[src/include/issc_pkg.sv]
/*
  Shared constants, types and register layout of the two-wire slave
  status and control block.
  Assumes a single core clock and a synchronous active-high reset.
*/
package issc_pkg;

  // Register byte offsets on the Avalon-MM slave
  localparam logic [4:0] OFS_STATUS_CTRL = 5'h00;
  localparam logic [4:0] OFS_SLAVE_ADDR = 5'h04;
  localparam logic [4:0] OFS_DATA = 5'h08;
  localparam logic [4:0] OFS_IRQ_STATUS = 5'h0C;
  localparam logic [4:0] OFS_IRQ_MASK = 5'h10;

  // Bit positions inside the status and control register
  localparam int BIT_BYTE_DONE = 7;
  localparam int BIT_ADDR_MATCH = 6;
  localparam int BIT_BUS_BUSY = 5;
  localparam int BIT_TX_SELECT = 4;
  localparam int BIT_ACK_DRIVE = 3;
  localparam int BIT_MASTER_READ = 2;
  localparam int BIT_RUN_NO_SYSCLK = 1;
  localparam int BIT_ACK_RECEIVED = 0;

  // Interrupt status and mask bit positions
  localparam int IRQ_BYTE_DONE = 0;
  localparam int IRQ_ADDR_MATCH = 1;
  localparam int IRQ_WIDTH = 2;

  // Reset values
  localparam logic [7:0] RST_STATUS_CTRL = 8'h81;
  localparam logic [7:0] RST_SLAVE_ADDR = 8'h00;
  localparam logic [7:0] RST_DATA = 8'h00;
  localparam logic [IRQ_WIDTH-1:0] RST_IRQ = 2'h0;

  // Bits per byte and the count that marks a full byte
  localparam int BYTE_BITS = 8;
  localparam logic [3:0] CNT_FULL = 4'h8;

  // Field layout of the status and control register, bit 7 first
  typedef struct packed {
    logic byte_done_flag;
    logic addr_match_flag;
    logic bus_busy_flag;
    logic tx_select;
    logic ack_drive_ctrl;
    logic master_read_flag;
    logic run_without_sysclk;
    logic ack_received_flag;
  } issc_ctrl_t;

  // Synchronised bus line levels
  typedef struct packed {
    logic scl;
    logic sda;
  } issc_lines_t;

  typedef enum logic [6:0] {
    S_IDLE = 7'h01,
    S_ADDR = 7'h02,
    S_ACK_A = 7'h04,
    S_RX = 7'h08,
    S_ACK_RX = 7'h10,
    S_TX = 7'h20,
    S_ACK_TX = 7'h40
  } issc_state_t;

endpackage : issc_pkg

[src/issc_sync.sv]
/*
  Three-stage input synchroniser with agreement filter.
  Assumes inputs arrive from outside the core clock domain.
*/
module issc_sync
  import issc_pkg::*;
#(
  parameter int WIDTH = 2,
  parameter logic [WIDTH-1:0] INIT = '1
) (
  input wire logic clk,
  input wire logic rst,
  input wire logic [WIDTH-1:0] d,
  output logic [WIDTH-1:0] q
);

  logic [WIDTH-1:0] meta;
  logic [WIDTH-1:0] stage2;
  logic [WIDTH-1:0] stage3;

  always_ff @(posedge clk) begin
    if (rst) begin
      meta <= INIT;
      stage2 <= INIT;
      stage3 <= INIT;
    end else begin
      meta <= d;
      stage2 <= meta;
      stage3 <= stage2;
    end
  end

  // Output moves only once stages two and three agree
  always_ff @(posedge clk) begin
    if (rst) begin
      q <= INIT;
    end else begin
      for (int i = 0; i < WIDTH; i++) begin
        if (stage2[i] == stage3[i]) begin
          q[i] <= stage3[i];
        end
      end
    end
  end

endmodule : issc_sync

[src/issc_top.sv]
/*
  Slave-only two-wire interface: status and control register, address
  match, byte shifting, acknowledge drive and capture, interrupts.
  Assumes an external master drives SCL; SDA is open drain with a
  pull-up outside; registers reached over Avalon-MM with waitrequest.
*/
//Contract
//Byte-done flag rises and interrupts when eight bits complete; low mid-byte.
//Address-match flag high when received address equals stored address, else low.
//Direction bit one stored as master-read flag; slave should transmit.
//Direction bit zero clears master-read flag; slave should receive.
//Run-without-sysclk set keeps interface and interrupt working in low power.
//Halted with run-without-sysclk set: reception works, transmission disabled.
//Acknowledge seen on ninth clock after transmit clears ack-received flag.
//No acknowledge after transmitted byte sets ack-received flag.
//START condition on the bus sets the bus-busy flag.
//Transmitter continues on acknowledge; on missing acknowledge releases data line.
//Receiver drives ack-drive control value on SDA during ninth clock.
module issc_top
  import issc_pkg::*;
(
  input wire logic CORE_CLK,
  input wire logic SYS_RST,
  input wire logic [4:0] AVS_ADDRESS,
  input wire logic AVS_READ,
  input wire logic AVS_WRITE,
  input wire logic [31:0] AVS_WRITEDATA,
  input wire logic [3:0] AVS_BYTEENABLE,
  output logic [31:0] AVS_READDATA,
  output logic AVS_WAITREQUEST,
  input wire logic CPU_HALT,
  input wire logic SCL_I,
  input wire logic SDA_I,
  output logic SDA_O,
  output logic SDA_OE,
  output logic IRQ
);

  function automatic logic addr_eq(input logic [7:0] rx, input logic [7:0] own);
    addr_eq = (rx[7:1] == own[7:1]);
  endfunction : addr_eq

  issc_ctrl_t ctrl;
  issc_state_t st;
  issc_lines_t lines_q;
  issc_lines_t lines_d;
  logic [7:0] slave_addr;
  logic [7:0] tx_data;
  logic [7:0] rx_data;
  logic [7:0] shreg;
  logic [3:0] cnt;
  logic [IRQ_WIDTH-1:0] irq_st;
  logic [IRQ_WIDTH-1:0] irq_mask;
  logic active;
  logic tx_ok;
  logic scl_rise;
  logic scl_fall;
  logic start_det;
  logic stop_det;
  logic byte_end;
  logic addr_hit;
  logic byte_done_evt;
  logic addr_evt;
  logic bus_wr;
  logic [7:0] wdat;

  issc_sync #(
    .WIDTH(2),
    .INIT(2'h3)
  ) u_sync (
    .clk(CORE_CLK),
    .rst(SYS_RST),
    .d({SCL_I, SDA_I}),
    .q(lines_q)
  );

  always_ff @(posedge CORE_CLK) begin
    if (SYS_RST) begin
      lines_d <= 2'h3;
    end else begin
      lines_d <= lines_q;
    end
  end

  // Clock-source gating
  // Without run_without_sysclk a halted core stops the interface
  assign active = ~(CPU_HALT & ~ctrl.run_without_sysclk);
  // Transmit needs the system clock
  assign tx_ok = ctrl.tx_select & ~(CPU_HALT & ctrl.run_without_sysclk);

  assign scl_rise = active & lines_q.scl & ~lines_d.scl;
  assign scl_fall = active & ~lines_q.scl & lines_d.scl;
  assign start_det = active & lines_q.scl & lines_d.scl & lines_d.sda & ~lines_q.sda;
  assign stop_det = active & lines_q.scl & lines_d.scl & ~lines_d.sda & lines_q.sda;
  assign byte_end = scl_fall & (cnt == CNT_FULL);
  assign addr_hit = addr_eq(shreg, slave_addr);
  assign addr_evt = byte_end & (st == S_ADDR) & addr_hit;
  assign byte_done_evt = addr_evt | (byte_end & ((st == S_RX) | (st == S_TX)));

  // Byte-level state machine
  always_ff @(posedge CORE_CLK) begin
    if (SYS_RST) begin
      st <= S_IDLE;
      cnt <= 4'h0;
      shreg <= 8'h00;
      SDA_OE <= 1'b0;
    end else if (start_det) begin
      st <= S_ADDR;
      cnt <= 4'h0;
      SDA_OE <= 1'b0;
    end else if (stop_det) begin
      st <= S_IDLE;
      cnt <= 4'h0;
      SDA_OE <= 1'b0;
    end else begin
      case (st)
        S_IDLE: begin
          SDA_OE <= 1'b0;
        end
        S_ADDR: begin
          if (scl_rise) begin
            shreg <= {shreg[6:0], lines_q.sda};
            cnt <= cnt + 4'h1;
          end else if (byte_end) begin
            cnt <= 4'h0;
            // Acknowledge own address only
            if (addr_hit) begin
              st <= S_ACK_A;
              SDA_OE <= 1'b1;
            end else begin
              st <= S_IDLE;
            end
          end
        end
        S_ACK_A: begin
          if (scl_fall) begin
            cnt <= 4'h0;
            // Read request turns to transmit
            if (shreg[0]) begin
              st <= S_TX;
              shreg <= tx_data;
              SDA_OE <= tx_ok & ~tx_data[7];
            end else begin
              st <= S_RX;
              SDA_OE <= 1'b0;
            end
          end
        end
        S_RX: begin
          if (scl_rise) begin
            shreg <= {shreg[6:0], lines_q.sda};
            cnt <= cnt + 4'h1;
          end else if (byte_end) begin
            cnt <= 4'h0;
            st <= S_ACK_RX;
            // Drive ack level on ninth clock
            SDA_OE <= ~ctrl.ack_drive_ctrl;
          end
        end
        S_ACK_RX: begin
          if (scl_fall) begin
            st <= S_RX;
            SDA_OE <= 1'b0;
          end
        end
        S_TX: begin
          if (scl_rise) begin
            cnt <= cnt + 4'h1;
          end else if (byte_end) begin
            cnt <= 4'h0;
            st <= S_ACK_TX;
            SDA_OE <= 1'b0;
          end else if (scl_fall) begin
            shreg <= {shreg[6:0], 1'b0};
            // Data bits held off when halted
            SDA_OE <= tx_ok & ~shreg[6];
          end
        end
        S_ACK_TX: begin
          if (scl_fall) begin
            // Continue on ack, release on none
            if (!ctrl.ack_received_flag) begin
              st <= S_TX;
              shreg <= tx_data;
              SDA_OE <= tx_ok & ~tx_data[7];
            end else begin
              st <= S_IDLE;
              SDA_OE <= 1'b0;
            end
          end
        end
        default: begin
          st <= S_IDLE;
          SDA_OE <= 1'b0;
        end
      endcase
    end
  end

  // Open drain: only ever pulls low
  always_ff @(posedge CORE_CLK) begin
    if (SYS_RST) begin
      SDA_O <= 1'b0;
    end else begin
      SDA_O <= 1'b0;
    end
  end

  always_ff @(posedge CORE_CLK) begin
    if (SYS_RST) begin
      rx_data <= RST_DATA;
    end else if (byte_end && st == S_RX) begin
      rx_data <= shreg;
    end
  end

  assign bus_wr = AVS_WRITE & ~AVS_WAITREQUEST & AVS_BYTEENABLE[0];
  assign wdat = AVS_WRITEDATA[7:0];

  // Hardware status flags
  always_ff @(posedge CORE_CLK) begin
    if (SYS_RST) begin
      ctrl.byte_done_flag <= RST_STATUS_CTRL[BIT_BYTE_DONE];
      ctrl.addr_match_flag <= RST_STATUS_CTRL[BIT_ADDR_MATCH];
      ctrl.bus_busy_flag <= RST_STATUS_CTRL[BIT_BUS_BUSY];
      ctrl.master_read_flag <= RST_STATUS_CTRL[BIT_MASTER_READ];
      ctrl.ack_received_flag <= RST_STATUS_CTRL[BIT_ACK_RECEIVED];
    end else begin
      // START marks the bus busy
      if (start_det) begin
        ctrl.bus_busy_flag <= 1'b1;
      end else if (stop_det) begin
        ctrl.bus_busy_flag <= 1'b0;
      end
      // Byte done set at end, cleared while shifting
      if (byte_done_evt) begin
        ctrl.byte_done_flag <= 1'b1;
      end else if (start_det || (scl_rise && (st == S_RX || st == S_TX))) begin
        ctrl.byte_done_flag <= 1'b0;
      end
      // Address compare result
      if (start_det) begin
        ctrl.addr_match_flag <= 1'b0;
      end else if (byte_end && st == S_ADDR) begin
        ctrl.addr_match_flag <= addr_hit;
      end else if (byte_end && (st == S_RX || st == S_TX)) begin
        ctrl.addr_match_flag <= 1'b0;
      end
      // Direction bit capture
      if (addr_evt) begin
        ctrl.master_read_flag <= shreg[0];
      end
      // Ninth-clock acknowledge sample
      if (scl_rise && st == S_ACK_TX) begin
        ctrl.ack_received_flag <= lines_q.sda;
      end
    end
  end

  // Software-owned control bits and registers
  always_ff @(posedge CORE_CLK) begin
    if (SYS_RST) begin
      ctrl.tx_select <= RST_STATUS_CTRL[BIT_TX_SELECT];
      ctrl.ack_drive_ctrl <= RST_STATUS_CTRL[BIT_ACK_DRIVE];
      ctrl.run_without_sysclk <= RST_STATUS_CTRL[BIT_RUN_NO_SYSCLK];
      slave_addr <= RST_SLAVE_ADDR;
      tx_data <= RST_DATA;
      irq_mask <= RST_IRQ;
    end else if (bus_wr) begin
      case (AVS_ADDRESS)
        OFS_STATUS_CTRL: begin
          ctrl.tx_select <= wdat[BIT_TX_SELECT];
          ctrl.ack_drive_ctrl <= wdat[BIT_ACK_DRIVE];
          ctrl.run_without_sysclk <= wdat[BIT_RUN_NO_SYSCLK];
        end
        OFS_SLAVE_ADDR: begin
          slave_addr <= {wdat[7:1], 1'b0};
        end
        OFS_DATA: begin
          tx_data <= wdat;
        end
        OFS_IRQ_MASK: begin
          irq_mask <= wdat[IRQ_WIDTH-1:0];
        end
        default: begin
          tx_data <= tx_data;
        end
      endcase
    end
  end

  // Sticky events; a new event beats a same-cycle clear
  always_ff @(posedge CORE_CLK) begin
    if (SYS_RST) begin
      irq_st <= RST_IRQ;
    end else begin
      for (int i = 0; i < IRQ_WIDTH; i++) begin
        if (bus_wr && AVS_ADDRESS == OFS_IRQ_STATUS && wdat[i]) begin
          irq_st[i] <= 1'b0;
        end
      end
      if (byte_done_evt) begin
        irq_st[IRQ_BYTE_DONE] <= 1'b1;
      end
      if (addr_evt) begin
        irq_st[IRQ_ADDR_MATCH] <= 1'b1;
      end
    end
  end

  always_ff @(posedge CORE_CLK) begin
    if (SYS_RST) begin
      IRQ <= 1'b0;
    end else begin
      IRQ <= |(irq_st & irq_mask);
    end
  end

  // One wait cycle per access; read data loaded with the answer
  always_ff @(posedge CORE_CLK) begin
    if (SYS_RST) begin
      AVS_WAITREQUEST <= 1'b1;
      AVS_READDATA <= 32'h0000_0000;
    end else begin
      if (AVS_WAITREQUEST && (AVS_READ || AVS_WRITE)) begin
        AVS_WAITREQUEST <= 1'b0;
      end else begin
        AVS_WAITREQUEST <= 1'b1;
      end
      if (AVS_WAITREQUEST && AVS_READ) begin
        case (AVS_ADDRESS)
          OFS_STATUS_CTRL: AVS_READDATA <= {24'h000000, ctrl};
          OFS_SLAVE_ADDR: AVS_READDATA <= {24'h000000, slave_addr};
          OFS_DATA: AVS_READDATA <= {24'h000000, rx_data};
          OFS_IRQ_STATUS: AVS_READDATA <= {30'h0000_0000, irq_st};
          OFS_IRQ_MASK: AVS_READDATA <= {30'h0000_0000, irq_mask};
          default: AVS_READDATA <= 32'h0000_0000;
        endcase
      end
    end
  end

  property p_byte_done_irq;
    @(posedge CORE_CLK) disable iff (SYS_RST)
      byte_done_evt |=> ctrl.byte_done_flag && irq_st[IRQ_BYTE_DONE];
  endproperty
  a_byte_done_irq: assert property (p_byte_done_irq)
    else $error("byte done flag or interrupt missing");

  property p_byte_done_low;
    @(posedge CORE_CLK) disable iff (SYS_RST)
      (st == S_RX && cnt > 4'h1 && cnt < CNT_FULL) |-> !ctrl.byte_done_flag;
  endproperty
  a_byte_done_low: assert property (p_byte_done_low)
    else $error("byte done flag high mid byte");

  property p_addr_match;
    @(posedge CORE_CLK) disable iff (SYS_RST)
      (byte_end && st == S_ADDR && !start_det && !stop_det) |=> ctrl.addr_match_flag == $past(addr_hit);
  endproperty
  a_addr_match: assert property (p_addr_match)
    else $error("address match flag wrong");

  property p_master_read;
    @(posedge CORE_CLK) disable iff (SYS_RST)
      (addr_evt && shreg[0] && !start_det && !stop_det) |=> ctrl.master_read_flag ##1 1'b1;
  endproperty
  a_master_read: assert property (p_master_read)
    else $error("master read flag not set");

  property p_master_write;
    @(posedge CORE_CLK) disable iff (SYS_RST)
      (addr_evt && !shreg[0] && !start_det && !stop_det) |=> !ctrl.master_read_flag;
  endproperty
  a_master_write: assert property (p_master_write)
    else $error("master read flag not cleared");

  property p_rx_runs;
    @(posedge CORE_CLK) disable iff (SYS_RST)
      (ctrl.run_without_sysclk && st == S_RX && scl_rise && cnt < CNT_FULL && !start_det)
        |=> cnt == $past(cnt) + 4'h1;
  endproperty
  a_rx_runs: assert property (p_rx_runs)
    else $error("reception stalled");

  property p_halt_no_tx;
    @(posedge CORE_CLK) disable iff (SYS_RST)
      (CPU_HALT && ctrl.run_without_sysclk && st == S_TX) [*2] |-> !SDA_OE;
  endproperty
  a_halt_no_tx: assert property (p_halt_no_tx)
    else $error("transmit while halted");

  property p_ack_seen;
    @(posedge CORE_CLK) disable iff (SYS_RST)
      (st == S_ACK_TX && scl_rise && !lines_q.sda) |=> !ctrl.ack_received_flag;
  endproperty
  a_ack_seen: assert property (p_ack_seen)
    else $error("ack received flag not cleared");

  property p_nack_seen;
    @(posedge CORE_CLK) disable iff (SYS_RST)
      (st == S_ACK_TX && scl_rise && lines_q.sda) |=> ctrl.ack_received_flag;
  endproperty
  a_nack_seen: assert property (p_nack_seen)
    else $error("ack received flag not set");

  property p_busy;
    @(posedge CORE_CLK) disable iff (SYS_RST)
      start_det |=> ctrl.bus_busy_flag && st == S_ADDR;
  endproperty
  a_busy: assert property (p_busy)
    else $error("bus busy not set on start");

  property p_release;
    @(posedge CORE_CLK) disable iff (SYS_RST)
      (st == S_ACK_TX && scl_fall && ctrl.ack_received_flag && !start_det && !stop_det)
        |=> (st == S_IDLE && !SDA_OE) [*2];
  endproperty
  a_release: assert property (p_release)
    else $error("data line not released after nack");

  property p_ack_drive;
    @(posedge CORE_CLK) disable iff (SYS_RST)
      (st == S_RX && byte_end && !start_det && !stop_det)
        |=> st == S_ACK_RX && SDA_OE == !$past(ctrl.ack_drive_ctrl);
  endproperty
  a_ack_drive: assert property (p_ack_drive)
    else $error("ack drive level wrong");

endmodule : issc_top

[config.mk]
export PLATFORM = sky130hd
export DESIGN_NAME = issc_top
export DESIGN_NICKNAME = d
export VERILOG_FILES = /design/src/include/issc_pkg.sv /design/src/issc_sync.sv /design/src/issc_top.sv
export SDC_FILE = /design/constraint.sdc
export NUM_CORES = 1
export LEC_CHECK = 0
export ABC_CLOCK_PERIOD_IN_PS = 2400
export BUFFER_PORTS_ARGS = -buffer_cell sky130_fd_sc_hd__buf_2
export CORE_ASPECT_RATIO = 0.75
export CORE_MARGIN = 8
export CORE_UTILIZATION = 45
export CTS_CLUSTER_SIZE = 40
export DETAILED_ROUTE_END_ITERATION = 7
export GPL_TIMING_DRIVEN = 0
export PLACE_DENSITY = 0.68
export SYNTH_ARGS = -nofsm -noshare
export SYNTH_HDL_FRONTEND = slang
export SYNTH_SLANG_ARGS = --single-unit
[constraint.sdc]
create_clock -name CORE_CLK -period 2.4 [get_ports CORE_CLK]
set_clock_uncertainty 0.15 [all_clocks]
set_input_delay 0.12 -clock CORE_CLK [delete_from_list [all_inputs] [get_ports CORE_CLK]]
set_output_delay 0.12 -clock CORE_CLK [all_outputs]
set_load 0.02 [all_outputs]
==> results.py, run 1 <==
metrics = {
    "worst_setup_path": {
        "cp_max_fo": 10,
        "r2r-end": "st[0]$_SDFFE_PP1P_",
        "rr_worst_depth": 7,
        "crit_type": "flop to flop",
        "r2r_slack_ps": 140,
        "r2r-start": "st[4]$_SDFFE_PP0P_",
        "worstSetupStartpointType": "flop",
        "critPathCaptureType": "flop",
        "cp.arrival_ps": 2290,
        "worstPathRequired_ps": 2430,
    },
    "drt": {
        "drtIter0Drc": 360,
        "wl_um": 10640,
        "remaining_drc_errors": 0,
        "wl_per_cell_um": 16.19,
        "vias": 3606,
        "via_per_inst": 5.489,
        "firstDrtPassIters": 5,
        "ant_nets": 0,
    },
    "logic_synthesis": {
        "ys.flop_type": "dfxtp_1",
        "syn_area_um2": 3938,
        "synth_edf_count": 0,
        "yosysUniqueCellTypes": 64,
        "synth_top_cell_area_share": 0.3813,
        "synth-async-reset-ratio": 0,
        "netlist_instances": 468,
        "yosysSeqAreaShare": 0.3813,
        "synth_area_leader_cell": "dfxtp_1",
        "synth_seq_cells": 75,
        "ys_warn_count": 0,
        "synthTopCellsByArea": "dfxtp_1, buf_4, a21oi_1",
        "syn_area_per_cell_um2": 8.414,
    },
    "floorplan": {
        "die_area_um2": 12030,
        "ios": 84,
        "die_h_um": 97.01,
        "core_um2": 8491,
        "core.rowCount": 29,
        "die_w_um": 124.0,
        "initial_utilization": 0.4637,
    },
    "power_and_ir_drop": {
        "p_int_mw": 2.249,
        "seqPwrFrac": 0.415,
        "p_switching_mw": 0.9371,
        "p_clk_frac": 0.403,
        "p_comb_frac": 0.183,
        "leakage_nw": 1.933,
        "vdd_drop_max_mv": 0.4233,
        "powerDensity_nw_per_um2": 674.7,
        "p_sw_frac": 0.2941,
    },
    "timing": {
        "period_share": 0.9415,
        "hold_viol": 0,
        "rsz0062_at_grt": "false",
        "tightest_slew_ps": 690.4,
        "finalSetupViolations": 0,
        "fin_tns_setup_ps": 0,
        "fin_crit_ps": 2260,
        "fmax_mhz": 442.5,
        "fin_ws_ps": 140.4,
        "slew_viol_final": 0,
        "slew_headroom": 0.5359,
    },
    "finish": {
        "drive_gt1_frac": 0.2113,
        "nets": 594,
        "area_growth_pct": 19.92,
        "nFillCells": 793,
        "fin_area_um2": 4722,
        "n_antenna_cell": 0,
    },
    "placement": {
        "dp_slack_ps": 148.3,
        "port_buffers": 29,
        "dpl_cell_area_um2": 4308,
        "hpwl_um": 8059,
        "gp_congestion": 0.9220,
    },
    "clocking": {
        "clkLatencyLatePin_ps": 340,
        "path_clk_slew_ps": 60,
        "cts_root_buf": "clkbuf_16",
        "cts_setup_buffers": 0,
        "cts_tree": "yes",
        "clk_path_buf_depth": 2,
        "htree_levels": 3,
        "cts_made_buffers": 9,
        "cts.sinks": 75,
    },
    "global_route": {
        "grt_max_degree": 15,
        "grt_pass1_wl_um": 17020,
        "grt_pass1_vias": 3282,
        "grt_overflow": 0,
        "globalRouteTotalUtil": 0.1791,
        "antenna_found_initial": 0,
    },
    "min_path": {
        "hp-class": "input port to flop",
        "hp-start": "AVS_ADDRESS[2]",
        "hold_depth": 4,
        "holdPathEnd": "ctrl[3]$_SDFFE_PP0P_",
    },
    "outcome": {
        "outcome": "finished, final reports clean",
    },
    "flow_run": {
        "max_cap_viol_count": 0,
    },
}
what timing repair did:
item	in CTS	in global routing
gates resized for setup	0	3
endpoints found under the setup margin	0	5
hold buffers	12	0
endpoints found under the hold margin	24	0
sequential cells by signal (all words and copies together) (netlist names), 4 cells and up:
signal / cells
AVS_READDATA: 8
cnt: 4
ctrl: 8
rx_data: 8
shreg: 8
slave_addr: 7
st: 7
tx_data: 8
cell usage in the layout (no fill, tap or decap), types with 4 or more instances in the layout:
cell type	count
dfxtp_1	73
nor2_1	51
nand2_1	45
a21oi_1	40
buf_2	36
buf_4	27
o21ai_0	27
conb_1	25
nand3_1	22
mux2i_1	20
a22oi_1	15
clkbuf_1	14
dlygate4sd3_1	12
inv_1	11
xor2_1	9
clkbuf_16	9
or2_2	8
nand2b_1	6
nand4_1	6
a211oi_1	6
xnor2_1	4
nor3_1	4
a311oi_1	4
metal layers:
metal  global-route usage  vias to the layer above  part of all wire
li1                     -                     1767                 -
met1               0.2654                     1687              0.47
met2               0.2480                      143              0.43
met3              0.03949                        9             0.090
met4              0.05566                        0            0.0091
met5                    0                        -                 0
critical path, stage by stage (launching register included):
cell and delay (ps):
dfxtp_1 290, buf_4 160, nor2_2 280, mux2_2 220, a31oi_1 120, o41ai_4 500, a21boi_1 260, o311ai_1 120
cells in the mapped netlist, types with 6 or more instances:
cell      instances
inv_1            11
nand2b_1          6
nor2_1           51
xor2_1            9
a22oi_1          15
or2_2             8
nand3_1          23
dfxtp_1          75
nand4_1           6
nand2_1          45
buf_4            27
o21ai_0          27
clkbuf_1         14
a211oi_1          6
mux2i_1          20
buf_2             7
a21oi_1          40
how the worst max path moves through the flow:
stage                             start                    end  slack, ps  cells past startpoint
global route         st[4]$_SDFFE_PP0P_     st[0]$_SDFFE_PP1P_          8                      7
floorplan           cnt[0]$_SDFFE_PP0P_  shreg[2]$_SDFFE_PP0P_        310                      9
global placement    cnt[0]$_SDFFE_PP0P_     st[0]$_SDFFE_PP1P_        130                      8
CTS                 cnt[0]$_SDFFE_PP0P_  shreg[2]$_SDFFE_PP0P_        140                      9
finish               st[4]$_SDFFE_PP0P_     st[0]$_SDFFE_PP1P_        140                      7
detailed placement  cnt[0]$_SDFFE_PP0P_  shreg[2]$_SDFFE_PP0P_        150                      9
stage by stage:
step	hold slack (ps)	util	instances	power [mW]
final	88.92	0.5561	657	3.186
after global routing	108.7	0.5561	657	3.320
after CTS	73.25	0.5553	657	3.193
after detailed placement	155.7	0.5074	629	1.897
after global placement	152.4	0.5074	629	1.895
after floorplan	73.81	-	492	1.770
final cells by class:
class | instances | area [µm²] | area share
multi-input combinational | 354 | 2157 | 0.4568
timing repair buffer | 41 | 265.3 | 0.05617
buffer | 51 | 329.1 | 0.06969
clock inverter | 6 | 47.55 | 0.01007
tap | 108 | 135.1 | 0.02862
inverter | 12 | 45.04 | 0.009539
sequential | 75 | 1504 | 0.3185
clock buffer | 10 | 239.0 | 0.05061
power by group through the flow:
stage / sequential [mW] / clock [mW] / combinational [mW]
2_1_floorplan: 1.34 / 0 / 0.431
3_3_place_gp: 1.34 / 0 / 0.551
3_5_place_dp: 1.35 / 0 / 0.550
4_1_cts: 1.32 / 1.31 / 0.568
5_1_grt: 1.32 / 1.36 / 0.632
6_report: 1.32 / 1.28 / 0.582
cells by family (layout without fill, tap and decap cells):
family,after synthesis,in the layout,share of synthesized area
XOR/XNOR,14,14,0.03305
multiplexers,22,22,0.05942
adder cells (fa/ha/maj),2,2,0.006354
buffers and inverters,63,120,0.09501
other,1,25,0.0009524
AND/OR/NAND/NOR,171,171,0.2154
AO/OA/AOI/OAI,120,120,0.2085
flip-flops,75,75,0.3813
No activity file was read; power rests on OpenSTA's default activity.
==> run 2, diff against run 1 <==
--- a/config.mk
+++ b/config.mk
@@ -12,7 +12,7 @@
 export CORE_UTILIZATION = 45
 export CTS_CLUSTER_SIZE = 40
 export DETAILED_ROUTE_END_ITERATION = 7
-export GPL_TIMING_DRIVEN = 0
+export GPL_TIMING_DRIVEN = 1
 export PLACE_DENSITY = 0.68
 export SYNTH_ARGS = -nofsm -noshare
 export SYNTH_HDL_FRONTEND = slang
==> run 2 against run 1 <==
  * Clock-buffer cell count unchanged
  * Combinational power down 6.0%
  * First-iteration DRC count down 4.2%
  * Flip-flop and latch count unchanged
  * Non-clock buffer count down 31
  * Critical path depth up 2
  * Via count down 3.7%
  * Global-route usage down 0.40 points
  * Core utilization down 2.4 points
  * Sequential power about the same
  * Clock power down 5%
  * Critical path type unchanged
  * Largest power group unchanged
==> results.py, run 2 (same netlist as run 1, synthesis figures left out) <==
metrics = {
    "finish": {
        "final_common_cell": "dfxtp_1",
        "mostFrequentLayoutCells": "dfxtp_1, nor2_1, nand2_1",
        "area_growth_pct": 14.84,
        "fin_util": 0.5326,
        "drive_gt1_frac": 0.1838,
        "n_antenna_cell": 0,
        "nets": 563,
        "final_cells": 625,
    },
    "placement": {
        "dp_cells": 594,
        "gp_congestion": 0.9313,
        "dp_slack_ps": 69.51,
        "hpwl_um": 7747,
        "port_buffers": 31,
    },
    "worst_setup_path": {
        "rr_worst_depth": 9,
        "worstSetupStartpointType": "flop",
        "worstPathRequired_ps": 2490,
        "critPathCaptureType": "flop",
        "crit_type": "flop to flop",
        "cp.arrival_ps": 2400,
        "cp_max_fo": 10,
    },
    "global_route": {
        "grt_pass1_wl_um": 16930,
        "grt_pass1_vias": 3286,
        "antenna_found_initial": 0,
        "grt_max_degree": 60,
        "globalRouteTotalUtil": 0.1751,
        "grt_overflow": 0,
    },
    "power_and_ir_drop": {
        "leakage_nw": 1.811,
        "powerDensity_nw_per_um2": 681.9,
        "vdd_drop_max_mv": 0.3036,
    },
    "drt": {
        "drtIter0Drc": 345,
        "wl_um": 10510,
        "remaining_drc_errors": 0,
        "vias": 3472,
        "via_per_inst": 5.555,
        "wl_per_cell_um": 16.82,
        "ant_nets": 0,
        "firstDrtPassIters": 4,
    },
    "timing": {
        "slew_viol_final": 0,
        "tightest_slew_ps": 859.6,
        "hold_ws_ps": 56.59,
        "hold_viol": 0,
        "finalSetupViolations": 0,
        "fin_crit_ps": 2308,
        "period_share": 0.9618,
        "slew_headroom": 0.4258,
        "fmax_mhz": 433.2,
        "fin_ws_ps": 91.74,
    },
    "clocking": {
        "cts_made_buffers": 9,
        "cts_root_buf": "clkbuf_16",
        "cts.sinks": 75,
        "clkLatencyLatePin_ps": 330,
        "path_clk_slew_ps": 60,
        "clk_path_buf_depth": 2,
        "htree_levels": 3,
        "cts_tree": "yes",
    },
    "floorplan": {
        "core.rowCount": 29,
        "die_area_um2": 12030,
        "die_h_um": 97.01,
        "initial_utilization": 0.4637,
        "core_um2": 8491,
        "ios": 84,
        "die_w_um": 124.0,
    },
    "outcome": {
        "outcome": "finished, final reports clean",
    },
    "min_path": {
        "hp-class": "input port to flop",
        "hold_depth": 3,
    },
    "flow_run": {
        "max_cap_viol_count": 0,
    },
}
run 2: cell types whose count changed in the layout (fill, tap and decap cells not counted), sizes merged:
cell	before	now
buf	65	49
inv	14	13
clkbuf	25	10
run 2: layer usage:
metal / part of all wire / vias up / track usage / routed length, µm
met5: 0 / - / 0 / 0
met4: 0.0055 / 0 / 0.04106 / 58
met3: 0.069 / 7 / 0.04123 / 730
met2: 0.46 / 128 / 0.2612 / 4786
met1: 0.47 / 1635 / 0.2471 / 4937
li1: - / 1702 / - / -
run 2: path summary, 6_finish.rpt:
| kind | startpoint | end | slack [ps] |
|---|---|---|---|
| max | cnt[0]$_SDFFE_PP0P_ | shreg[7]$_SDFFE_PP0P_ | 90 |
| min | SYS_RST | lines_d[0]$_SDFF_PP1_ | 60 |
| max reg2reg | cnt[0]$_SDFFE_PP0P_ | shreg[7]$_SDFFE_PP0P_ | 90 |
| min reg2reg | u_sync.meta[1]$_SDFF_PP1_ | u_sync.stage2[1]$_SDFF_PP1_ | 260 |
run 2: layout make-up:
cell class,count,area [µm²]
flip-flops and latches,75,1501
fillers,806,3969
clock buffers,10,229.0
clock inverters,5,38.79
repair buffers,61,410.4
inverters,12,45.04
multi-input cells,354,2162
well taps,108,135.1
run 2: power breakdown:
part           total, mW  internal (mW)  switching [mW]
logic              0.547          0.212           0.335
registers           1.33           1.28          0.0507
clock network       1.21          0.699           0.511
run 2: worst max-delay path, cell delays in order (launching register included):
cell	delay [ps]
dfxtp_1	390
inv_1	60
ha_1	180
and3b_1	210
o311a_1	310
o21ai_2	150
and4_4	330
buf_4	150
a21oi_2	50
a311oi_2	240
run 2: timing repair:
| item | in CTS | in global routing |
|---|---|---|
| gates resized for setup | 0 | 2 |
| setup endpoints to repair | 0 | 4 |
| hold buffers | 12 | 0 |
| endpoints found under the hold margin | 22 | 0 |
| setup buffers | 0 | 4 |
run 2: metrics by stage:
step | total power, mW | TNS, ps | instance area [µm²]
5_1_grt | 3.213 | -24.25 | 4522
2_1_floorplan | 1.770 | 0 | 4028
3_5_place_dp | 1.863 | 0 | 4094
3_3_place_gp | 1.857 | 0 | 4094
6_report | 3.084 | 0 | 4522
4_1_cts | 3.088 | 0 | 4482
==> run 3, diff against run 2 <==
--- a/config.mk
+++ b/config.mk
@@ -5,7 +5,7 @@
 export SDC_FILE = /design/constraint.sdc
 export NUM_CORES = 1
 export LEC_CHECK = 0
-export ABC_CLOCK_PERIOD_IN_PS = 2400
+export ABC_CLOCK_PERIOD_IN_PS = 2000
 export BUFFER_PORTS_ARGS = -buffer_cell sky130_fd_sc_hd__buf_2
 export CORE_ASPECT_RATIO = 0.75
 export CORE_MARGIN = 8
@@ -13,7 +13,7 @@
 export CTS_CLUSTER_SIZE = 40
 export DETAILED_ROUTE_END_ITERATION = 7
 export GPL_TIMING_DRIVEN = 1
-export PLACE_DENSITY = 0.68
+export PLACE_DENSITY = 0.71
 export SYNTH_ARGS = -nofsm -noshare
 export SYNTH_HDL_FRONTEND = slang
 export SYNTH_SLANG_ARGS = --single-unit
==> constraint.sdc (replaced) <==
create_clock -name CORE_CLK -period 2 [get_ports CORE_CLK]
set_clock_uncertainty 0.15 [all_clocks]
set_input_delay 0.1 -clock CORE_CLK [delete_from_list [all_inputs] [get_ports CORE_CLK]]
set_output_delay 0.1 -clock CORE_CLK [all_outputs]
set_load 0.02 [all_outputs]
==> run 3 against run 2 <==
  * Routed wire length rose by 11%
  * Die area did not move
  * Combinational power rose by 68%
  * Clock-buffer cell count rose by 1
  * Highest routed layer unchanged
  * Final area rose by 15%
  * Flip-flop and latch count did not move
  * Global-route usage rose by 1.9 points
  * First-iteration DRC count fell by 3.2%
  * Non-clock buffer count rose by 56
  * Setup slack got worse by 160 ps
  * The flow now finishes with violations (negative setup slack)
==> results.py, run 3 (same netlist as run 1, synthesis figures left out) <==
metrics = {
    "worst_setup_path": {
        "cp.arrival_ps": 2170,
        "cp_max_fo": 5,
        "worstPathRequired_ps": 2100,
        "slowest_delay_ps": 330,
        "crit_slowest_cell": "dfxtp_2",
        "r2r_slack_ps": -60,
        "path_cells": "inv_2, ha_2, and3b_1, o311a_1, o21ai_2, and4_4, a21oi_2, a311oi_2",
        "critPathCaptureType": "flop",
        "critical-path-top-delay-family": "compound AO/OA/AOI/OAI gates",
        "path_buf_inv": 1,
        "crit_type": "flop to flop",
        "worstSetupStartpointType": "flop",
    },
    "timing": {
        "period_share": 1.032,
        "fin_ws_ps": -64.25,
        "hold_viol": 0,
        "finalSetupViolations": 3,
        "hold_ws_ps": 31.97,
        "fmax_mhz": 484.4,
        "slew_headroom": 0.3907,
        "tightest_slew_ps": 912.1,
        "slew_viol_final": 0,
        "fin_crit_ps": 2064,
        "rsz0062_at_grt": "true",
    },
    "floorplan": {
        "core.rowCount": 29,
        "die_w_um": 124.0,
        "ios": 84,
        "die_h_um": 97.01,
        "core_um2": 8491,
        "die_area_um2": 12030,
        "initial_utilization": 0.4637,
    },
    "clocking": {
        "cts_root_buf": "clkbuf_16",
        "htree_levels": 3,
        "cts.sinks": 75,
        "cts_tree": "yes",
        "path_clk_slew_ps": 60,
        "cts_made_buffers": 9,
        "clkLatencyLatePin_ps": 340,
        "clk_path_buf_depth": 2,
    },
    "placement": {
        "dp_slack_ps": -96.88,
        "hpwl_um": 8065,
        "gp_congestion": 0.9576,
        "port_buffers": 31,
    },
    "drt": {
        "firstDrtPassIters": 5,
        "via_per_inst": 5.609,
        "drtIter0Drc": 334,
        "wl_per_cell_um": 17.07,
        "remaining_drc_errors": 0,
        "wl_um": 11660,
        "vias": 3831,
        "ant_nets": 0,
    },
    "power_and_ir_drop": {
        "vdd_drop_max_mv": 0.5825,
        "powerDensity_nw_per_um2": 777.4,
        "leakage_nw": 2.155,
        "p_total_mw": 4.047,
    },
    "global_route": {
        "antenna_found_initial": 0,
        "grt_pass1_vias": 3694,
        "grt_overflow": 0,
        "grt_max_degree": 60,
        "grt_pass1_wl_um": 18510,
        "globalRouteTotalUtil": 0.1942,
    },
    "finish": {
        "mostFrequentLayoutCells": "dfxtp_1, buf_4, nor2_1",
        "drive_gt1_frac": 0.3252,
        "area_growth_pct": 32.19,
        "n_antenna_cell": 0,
        "fin_util": 0.6130,
        "nets": 620,
    },
    "outcome": {
        "outcome": "complete, but fails checks",
        "violations": "negative setup slack",
    },
    "flow_run": {
        "max_cap_viol_count": 0,
    },
    "min_path": {
        "hp-class": "input port to flop",
    },
}
run 3: timing repair:
action / CTS / global route
endpoints found under the setup margin: 12 / 31
buffers inserted: 2 / 9
resized for setup: 10 / 46
cloned: 1 / 0
hold buffers: 12 / 0
endpoints found under the hold margin: 23 / 0
pin swaps: 8 / 14
run 3: path summary, 6_finish.rpt:
check / cells past startpoint / startpoint / to
max: 8 / cnt[1]$_SDFFE_PP0P_ / shreg[7]$_SDFFE_PP0P_
min: 3 / SYS_RST / st[0]$_SDFFE_PP1P_
max reg2reg: 8 / cnt[1]$_SDFFE_PP0P_ / shreg[7]$_SDFFE_PP0P_
min reg2reg: 1 / u_sync.meta[0]$_SDFF_PP1_ / u_sync.stage2[0]$_SDFF_PP1_
run 3: worst register-to-register path, stage by stage, from the launching register on:
cell	delay, ps
dfxtp_2	330
inv_2	30
ha_2	150
and3b_1	170
o311a_1	300
o21ai_2	200
and4_4	320
a21oi_2	80
a311oi_2	250
run 3: per-stage QoR:
step,cell area [µm²],setup TNS [ps],instances
global placement,4492,-209.5,643
CTS,4952,-24.55,674
finish,5205,-121.3,683
detailed placement,4492,-430.0,643
global route,5205,-1351,683
floorplan,4033,0,492
run 3: metal layers:
layer	GRT usage	vias to the layer above	routed length, µm	share of wire
met3	0.06214	26	955	0.082
met4	0.07117	0	269	0.023
li1	-	1819	-	-
met1	0.2588	1826	5080	0.44
met2	0.2848	160	5354	0.46
met5	0	-	0	0
run 3: layout make-up:
type	instances	area, µm²
Fill cell	738	3286
Multi-Input combinational cell	355	2344
Sequential cell	75	1523
Timing Repair Buffer	117	878.3
Clock buffer	11	242.7
Tap cell	108	135.1
Inverter	12	45.04
Clock inverter	5	37.54
run 3: report_power, final:
part | internal (mW) | total [mW] | switching (mW)
clock | 0.878 | 1.53 | 0.654
sequential | 1.53 | 1.60 | 0.0616
combinational | 0.423 | 0.918 | 0.495
total | 2.84 | 4.05 | 1.21
